--- config.mk ---
export PLATFORM = sky130hd
export DESIGN_NAME = dram_mode_act
export DESIGN_NICKNAME = d
export VERILOG_FILES = /design/src/inc/dram_mode_pkg.sv /design/src/dram_mode_act.sv /design/src/input_sync.sv
export SDC_FILE = /design/constraint.sdc
export NUM_CORES = 1
export LEC_CHECK = 0
export BUFFER_PORTS_ARGS = -buffer_cell sky130_fd_sc_hd__buf_2
export CAP_MARGIN = 20
export CORE_UTILIZATION = 57
export DETAILED_ROUTE_END_ITERATION = 10
export PLACE_DENSITY_LB_ADDON = 0.05
export SLEW_MARGIN = 20
export SYNTH_ARGS = -nofsm -noshare
export SYNTH_HDL_FRONTEND = slang
export SYNTH_HIERARCHICAL = 1
export SYNTH_SLANG_ARGS = --single-unit
--- constraint.sdc ---
create_clock -name mclk -period 3.25 [get_ports mclk]
set_input_delay 0.1625 -clock mclk [delete_from_list [all_inputs] [get_ports mclk]]
set_output_delay 0.1625 -clock mclk [all_outputs]
set_load 0.03 [all_outputs]
--- src/inc/dram_mode_pkg.sv ---
// Constants for the mode register and row activation block.
package dram_mode_pkg;

  ////////////////////////////////////////////////////////////////////////////
  localparam int CMD_W = 25;
  localparam int ROW_W = 15;

  // Command word fields on the sampled command/address bus.
  localparam int CA_BIT0 = 0;
  localparam int CA_BIT1 = 1;
  localparam int CA_BIT2 = 2;
  localparam int CA_BIT3 = 3;
  localparam int CA_ALLBANK = 4;
  localparam int CA_BANK_LO = 7;
  localparam int CA_ROW_LO = 10;
  localparam int CA_MRADDR_LO = 5;
  localparam int CA_MRDATA_LO = 13;

  // Mode register addresses.
  localparam logic [7:0] ADDR_VENDOR_TEST = 8'h09;
  localparam logic [7:0] ADDR_CALIB = 8'h0a;
  localparam logic [7:0] ADDR_TERM = 8'h0b;
  localparam logic [7:0] ADDR_BANK_MASK = 8'h10;
  localparam logic [7:0] ADDR_SEG_MASK = 8'h11;
  localparam logic [7:0] ADDR_SOFT_RESET = 8'h3f;

  // Calibration codes and the soft reset pattern.
  localparam logic [7:0] CAL_INIT = 8'hff;
  localparam logic [7:0] CAL_LONG = 8'hab;
  localparam logic [7:0] CAL_SHORT = 8'h56;
  localparam logic [7:0] CAL_RESET = 8'hc3;
  localparam logic [7:0] SOFT_RESET_CODE = 8'hfc;

  typedef enum logic [1:0] {
    CALK_INIT,
    CALK_LONG,
    CALK_SHORT,
    CALK_RESET
  } calib_kind_t;

  // Termination control field positions.
  localparam int TERM_SEL_LO = 0;
  localparam int TERM_PD_BIT = 2;

  // Values after reset.
  localparam logic [1:0] TERM_SEL_RST = 2'h0;
  localparam logic TERM_PD_RST = 1'b0;
  localparam logic [7:0] BANK_MASK_RST = 8'h00;
  localparam logic [7:0] SEG_MASK_RST = 8'h00;

  // Segments that hold memory; mask bits of the other segments are ignored.
  localparam logic [7:0] SEG_LIVE = 8'h3f;

  // Segment field positions in the row address.
  localparam int SEG_LO_SMALL = 11;
  localparam int SEG_LO_LARGE = 12;

  // Synchroniser depth.
  localparam int SYNC_STAGES = 2;

endpackage : dram_mode_pkg

--- src/dram_mode_act.sv ---
// Mode register writes, partial refresh masks and row activation decode.
//
// Operation
// Calibration codes select init, long, short, reset.
// Undefined calibration codes start nothing.
// Strapped reference pin ignores every calibration.
// Two-bit field selects termination strength.
// Power-down bit keeps or drops termination.
// Bank mask bit one blocks bank refresh.
// Segment mask bit one blocks segment refresh.
// Segment is top three row bits.
// Masks for segments six, seven ignored.
// Write-only soft reset register triggers reset.
// Controller avoids reserved register addresses.
// Row-open decoded from select and command bits.
// Controller opens row before column access.
// Same bank reopen needs precharge, cycle time.
// Controller honours active and precharge times.
// Controller spaces activations across banks.
// At most four activations per window.
// Window converted to cycles, rounded up.
// All-bank precharge needs longer wait.
// Clock enable held minimum pulse width.
// Controller tracks bank state before activating.
`timescale 1ns/10ps
module dram_mode_act (
  input wire logic mclk,
  input wire logic rst_b,
  input wire logic chipSelB,
  input wire logic [24:0] caBus,
  input wire logic calibRefPin,
  input wire logic largeDensity,
  input wire logic powerDown,
  input wire logic refReq,
  input wire logic [2:0] refBank,
  input wire logic [14:0] refRow,
  output logic calibStart,
  output logic [1:0] calibKind,
  output logic [1:0] termSel,
  output logic termPdKeep,
  output logic termActive,
  output logic [7:0] bankMask,
  output logic [7:0] segMask,
  output logic softReset,
  output logic actValid,
  output logic [2:0] actBank,
  output logic [14:0] actRow,
  output logic [7:0] openBanks,
  output logic refreshGo,
  output logic refreshBlocked
);

  ////////////////////////////////////////////////////////////////////////////
  typedef struct packed {
    logic strapDone;
    logic strapHigh;
    logic calibStart;
    logic [1:0] calibKind;
    logic [1:0] termSel;
    logic termPdKeep;
    logic termActive;
    logic [7:0] bankMask;
    logic [7:0] segMask;
    logic softReset;
    logic actValid;
    logic [2:0] actBank;
    logic [14:0] actRow;
    logic [7:0] openBanks;
    logic refreshGo;
    logic refreshBlocked;
  } state_t;

  state_t state_reg;
  state_t state_next;

  ////////////////////////////////////////////////////////////////////////////
  logic [26:0] syncOut;
  logic csBS;
  logic [24:0] caS;
  logic strapS;

  input_sync #(
    .W(27)
  ) u_sync (
    .mclk(mclk),
    .rst_b(rst_b),
    .asyncIn({calibRefPin, chipSelB, caBus}),
    .syncOut(syncOut)
  );

  assign strapS = syncOut[26];
  assign csBS = syncOut[25];
  assign caS = syncOut[24:0];

  ////////////////////////////////////////////////////////////////////////////
  logic cmdAct;
  logic cmdMrw;
  logic cmdPre;
  logic [7:0] mrAddr;
  logic [7:0] mrData;
  logic calCodeOk;
  logic [1:0] calKindDec;
  logic [2:0] refSeg;
  logic refMasked;

  assign cmdAct = !csBS && !caS[dram_mode_pkg::CA_BIT0]
    && caS[dram_mode_pkg::CA_BIT1];
  assign cmdMrw = !csBS && caS[dram_mode_pkg::CA_BIT0]
    && caS[dram_mode_pkg::CA_BIT1] && caS[dram_mode_pkg::CA_BIT2]
    && !caS[dram_mode_pkg::CA_BIT3];
  assign cmdPre = !csBS && caS[dram_mode_pkg::CA_BIT0]
    && caS[dram_mode_pkg::CA_BIT1] && !caS[dram_mode_pkg::CA_BIT2]
    && caS[dram_mode_pkg::CA_BIT3];
  assign mrAddr = caS[dram_mode_pkg::CA_MRADDR_LO +: 8];
  assign mrData = caS[dram_mode_pkg::CA_MRDATA_LO +: 8];

  always_comb
  begin
    calCodeOk = 1'b1;
    calKindDec = dram_mode_pkg::CALK_INIT;
    case (mrData)
      dram_mode_pkg::CAL_INIT: calKindDec = dram_mode_pkg::CALK_INIT;
      dram_mode_pkg::CAL_LONG: calKindDec = dram_mode_pkg::CALK_LONG;
      dram_mode_pkg::CAL_SHORT: calKindDec = dram_mode_pkg::CALK_SHORT;
      dram_mode_pkg::CAL_RESET: calKindDec = dram_mode_pkg::CALK_RESET;
      default: calCodeOk = 1'b0;
    endcase
  end

  // The segment is the top three live row bits for the chosen density.
  assign refSeg = largeDensity
    ? refRow[dram_mode_pkg::SEG_LO_LARGE +: 3]
    : refRow[dram_mode_pkg::SEG_LO_SMALL +: 3];
  assign refMasked = state_reg.bankMask[refBank]
    || (state_reg.segMask[refSeg]
    && dram_mode_pkg::SEG_LIVE[refSeg]);

  ////////////////////////////////////////////////////////////////////////////
  always_comb
  begin
    state_next = state_reg;
    state_next.calibStart = 1'b0;
    state_next.softReset = 1'b0;
    state_next.actValid = 1'b0;
    state_next.refreshGo = 1'b0;
    state_next.refreshBlocked = 1'b0;
    // The strap follows its synchronised copy. Latching it only once would
    // catch the cleared synchroniser just after reset and miss the strap.
    state_next.strapDone = 1'b1;
    state_next.strapHigh = strapS;
    if (cmdMrw)
    begin
      case (mrAddr)
        dram_mode_pkg::ADDR_CALIB:
        begin
          if (calCodeOk && !strapS && !state_reg.strapHigh
            && state_reg.strapDone)
          begin
            state_next.calibStart = 1'b1;
            state_next.calibKind = calKindDec;
          end
        end
        dram_mode_pkg::ADDR_TERM:
        begin
          state_next.termSel = mrData[dram_mode_pkg::TERM_SEL_LO +: 2];
          state_next.termPdKeep = mrData[dram_mode_pkg::TERM_PD_BIT];
        end
        dram_mode_pkg::ADDR_BANK_MASK: state_next.bankMask = mrData;
        dram_mode_pkg::ADDR_SEG_MASK: state_next.segMask = mrData;
        dram_mode_pkg::ADDR_SOFT_RESET:
        begin
          // Any data, the documented pattern included, resets the die.
          state_next.softReset = 1'b1;
          state_next.termSel = dram_mode_pkg::TERM_SEL_RST;
          state_next.termPdKeep = dram_mode_pkg::TERM_PD_RST;
          state_next.bankMask = dram_mode_pkg::BANK_MASK_RST;
          state_next.segMask = dram_mode_pkg::SEG_MASK_RST;
          state_next.openBanks = 8'h00;
        end
        default: ;
      endcase
    end
    if (cmdAct)
    begin
      state_next.actValid = 1'b1;
      state_next.actBank = caS[dram_mode_pkg::CA_BANK_LO +: 3];
      state_next.actRow = caS[dram_mode_pkg::CA_ROW_LO +: 15];
      state_next.openBanks[caS[dram_mode_pkg::CA_BANK_LO +: 3]] = 1'b1;
    end
    if (cmdPre)
    begin
      if (caS[dram_mode_pkg::CA_ALLBANK])
        state_next.openBanks = 8'h00;
      else
        state_next.openBanks[caS[dram_mode_pkg::CA_BANK_LO +: 3]] = 1'b0;
    end
    if (refReq)
    begin
      state_next.refreshGo = !refMasked;
      state_next.refreshBlocked = refMasked;
    end
    state_next.termActive = (state_next.termSel != 2'h0)
      && (!powerDown || state_next.termPdKeep);
  end

  always_ff @(posedge mclk or negedge rst_b)
  begin
    if (!rst_b)
    begin
      state_reg <= '0;
      state_reg.termSel <= dram_mode_pkg::TERM_SEL_RST;
      state_reg.termPdKeep <= dram_mode_pkg::TERM_PD_RST;
      state_reg.bankMask <= dram_mode_pkg::BANK_MASK_RST;
      state_reg.segMask <= dram_mode_pkg::SEG_MASK_RST;
    end
    else
      state_reg <= state_next;
  end

  assign calibStart = state_reg.calibStart;
  assign calibKind = state_reg.calibKind;
  assign termSel = state_reg.termSel;
  assign termPdKeep = state_reg.termPdKeep;
  assign termActive = state_reg.termActive;
  assign bankMask = state_reg.bankMask;
  assign segMask = state_reg.segMask;
  assign softReset = state_reg.softReset;
  assign actValid = state_reg.actValid;
  assign actBank = state_reg.actBank;
  assign actRow = state_reg.actRow;
  assign openBanks = state_reg.openBanks;
  assign refreshGo = state_reg.refreshGo;
  assign refreshBlocked = state_reg.refreshBlocked;
endmodule : dram_mode_act

--- src/input_sync.sv ---
// Two-stage synchroniser for inputs that arrive from the pins.
`timescale 1ns/10ps
module input_sync #(
  parameter int W = 1
) (
  input wire logic mclk,
  input wire logic rst_b,
  input wire logic [W-1:0] asyncIn,
  output logic [W-1:0] syncOut
);

  ////////////////////////////////////////////////////////////////////////////
  logic [W-1:0] stage1_reg;
  logic [W-1:0] stage2_reg;

  // The first stage feeds only the second stage.
  always_ff @(posedge mclk or negedge rst_b)
  begin
    if (!rst_b)
    begin
      stage1_reg <= '0;
      stage2_reg <= '0;
    end
    else
    begin
      stage1_reg <= asyncIn;
      stage2_reg <= stage1_reg;
    end
  end

  assign syncOut = stage2_reg;

endmodule : input_sync

==> impl_metrics.yaml <==
sta:
  fin_skew_ns: 0.01278
  finalHoldViolations: 0
  setup_violations: 0
  worstMarginPinSlew_ns: 0.9397
  relSlewSlack: 0.3722
  rsz0062_at_grt: "no"
  finalCriticalPeriod_ns: 1.956
  tns_ns: 0
  drv_slew: 0
  fmax_mhz: 511.4
  fin_crit_sh: 0.6017
layout:
  drive_gt1_frac: 0.3494
  area_growth_pct: 16.29
  diodes: 0
  fill_cells: 551
  final_nets: 440
logic_synthesis:
  synth_most_common_cell: "dfrtp_1"
  avgSynthCellArea_um2: 13.56
  synth_area_leaders: "dfrtp_1 64%, buf_4 8.3%, mux2_2 5.3%"
  ys_seq_elements: 109
  synth_compound_area_frac: 0.1076
  muxShareOfSynthArea: 0.06623
  ys_seq_area_frac: 0.6446
  synth-simple-area-share: 0.08309
  synth_top_family_by_area: "compound AO/OA/AOI/OAI gates"
  synth_xor_area_frac: 0
  yosysWarningCount: 6
  synthFlopType: "dfrtp_1"
  synth-edff-count: 0
  synthArstFlopShare: 1.000
  synthAdderAreaFrac: 0
  yosysTopAreaCell: "dfrtp_1"
  synthCells: 312
  synth_cell_types: 48
  synth_common_cells: "109 x dfrtp_1, 47 x buf_4, 20 x a22o_1, 20 x mux2_2, 10 x nand2_1"
  synth_nets: 362
  synth_area_mm2: 0.004232
  synthDominantCellAreaShare: 0.6446
pwr:
  p_sw_frac: 0.2904
  intPower_mw: 1.909
  p_per_area_mw_per_mm2: 546.6
  p_leak_nw: 2.386
  power_switching_uw: 781.1
  comb_power_share: 0.150
  power.share.clock: 0.283
  pwr-share-seq: 0.567
  vdd_drop_max_mv: 0.3609
  power_mw: 2.690
route:
  drt-initial-drc-count: 102
  routedWlPerCell_um: 14.66
  drc: 0
  vias: 2549
  drtPass1Iterations: 4
  routed_via_density: 5.160
  antenna_left: 0
  wl_mm: 7.241
clock_tree:
  cts_buffers: 9
  clk_latency_ns: 0.37
  cts_sinks: 109
  ctsHtreeMaxLevel: 3
  cts_buffer_depth: 2
  cts_setup_buffers: 0
  clk_pin_slew_ns: 0.10
  clock-root-buffer: "clkbuf_8"
  cts_tree: "done"
placement:
  dp_hpwl_mm: 4.756
  place.gp.congestion: 0.7617
  port_buffers: 91
setup_path:
  end_kind: "flip-flop"
  crit_family: "simple AND/OR/NAND/NOR gates"
  arrival_ns: 2.20
  cp_slowest_cell: "dfrtp_1"
  startpoint_type: "flip-flop"
  path_class: "flip-flop to flip-flop"
  cp.required_ns: 3.50
  cp_slowest_stage_delay_ns: 0.50
  path_buf_inv: 0
  crit_fanout: 11
  cp_cell_sequence: "and2b_1, nor3b_1, nand4_1, a21oi_2, mux2_2"
floorplanning:
  row_count: 31
  ioPinCount: 103
  fp.dieArea_mm2: 0.007772
  start_util: 0.5865
  core_mm2: 0.007214
  die_h_um: 88.16
  die-width_um: 88.16
run:
  cap_viol_max_count: 0
status:
  status: "completed"
global_routing:
  grt-ovfl-total: 0
  gr-usage-all-layers: 0.1998
  grt_first_pass_wirelength_mm: 11.47
  antenna_found_initial: 0
  grt_pass1_vias: 2346
  grt_max_degree: 87
worst_hold_path:
  hp-class: "primary input to flip-flop"
## cell usage in the layout (no fill, tap or decap), types with 5 or more instances in the layout
| cell | Yosys | layout |
|---|---|---|
| nand2_1 | 10 | 10 |
| buf_2 | 3 | 90 |
| a22o_1 | 20 | 20 |
| dfrtp_1 | 109 | 109 |
| nor3_1 | 5 | 5 |
| clkbuf_8 | 0 | 9 |
| o21ai_0 | 6 | 6 |
| a21o_1 | 6 | 6 |
| a21oi_1 | 9 | 9 |
| mux2_2 | 20 | 20 |
| nor3b_1 | 5 | 5 |
| nand3_1 | 5 | 5 |
| dlygate4sd3_1 | 0 | 28 |
| a32oi_1 | 5 | 5 |
| inv_1 | 5 | 5 |
| nor2_1 | 8 | 8 |
## cell families (layout without fill, tap and decap cells)
group,Yosys count,after routing
flip-flops,109,109
AO/OA/AOI/OAI,61,61
buffers and inverters,60,143
AND/OR/NAND/NOR,58,58
multiplexers,23,23
other,1,1
## worst reg2reg max path, stage by stage (launching register included)
cell and delay (ns):
dfrtp_1 0.50, and2b_1 0.32, nor3b_1 0.30, nand4_1 0.20
a21oi_2 0.19, mux2_2 0.34
## final cells by class
cell class,count,area (µm²),share of cell area
timing repair buffer,121,757.0,0.1538
multi-input combinational,143,1097,0.2230
sequential,109,2728,0.5543
clock buffer,9,123.9,0.02517
clock inverter,7,68.82,0.01398
inverter,6,22.52,0.004577
tap,99,123.9,0.02517
## worst paths after layout
check | startpoint | endpoint | slack [ns] | depth (start not counted)
worst max-delay path | u_sync/syncOut[7] | calibKind[1] | 1.29 | 5
worst min-delay path | refReq | refreshGo | 0.04 | 2
worst max register to register | u_sync/syncOut[7] | calibKind[1] | 1.29 | 5
worst min register to register | u_sync/stage1_reg[4] | u_sync/syncOut[4] | 0.36 | 0
max in group asynchronous | rst_b | actRow[10] | 2.09 | 3
min in group asynchronous | rst_b | segMask[3] | 0.40 | 2
## layer usage
metal,part of all wire,vias to the layer above,GRT usage
li1,-,1211,-
met1,0.47,1251,0.2889
met2,0.47,77,0.2965
met3,0.041,10,0.03959
met4,0.014,0,0.08651
met5,0,-,0
## stage by stage
| step | std cells | utilization | hold WS (ns) | setup slack [ns] | cell area (µm²) |
|---|---|---|---|---|---|
| after global routing | 494 | 0.6821 | 0.03702 | 1.111 | 4921 |
| after detailed placement | 450 | 0.6160 | 0.2718 | 1.299 | 4444 |
| after CTS | 493 | 0.6802 | 0.01136 | 1.275 | 4907 |
| after floorplan | 312 | - | -0.1331 | 1.601 | 4232 |
| final | 494 | 0.6821 | 0.04120 | 1.294 | 4921 |
| after global placement | 450 | 0.6160 | 0.2700 | 1.297 | 4444 |
## power by group through the flow
stage	clock network (mW)	logic, mW	registers (mW)
floorplan	0	0.346	1.53
CTS	0.784	0.406	1.53
finish	0.762	0.403	1.53
global placement	0	0.374	1.55
detailed placement	0	0.380	1.55
global route	0.834	0.438	1.54
## what timing repair did
| action | 4_1_cts | 5_1_grt |
|---|---|---|
| gates resized for setup | 0 | 0 |
| hold endpoints to repair | 27 | 85 |
| hold buffers | 27 | 1 |
(Power assumes the default switching activity.)
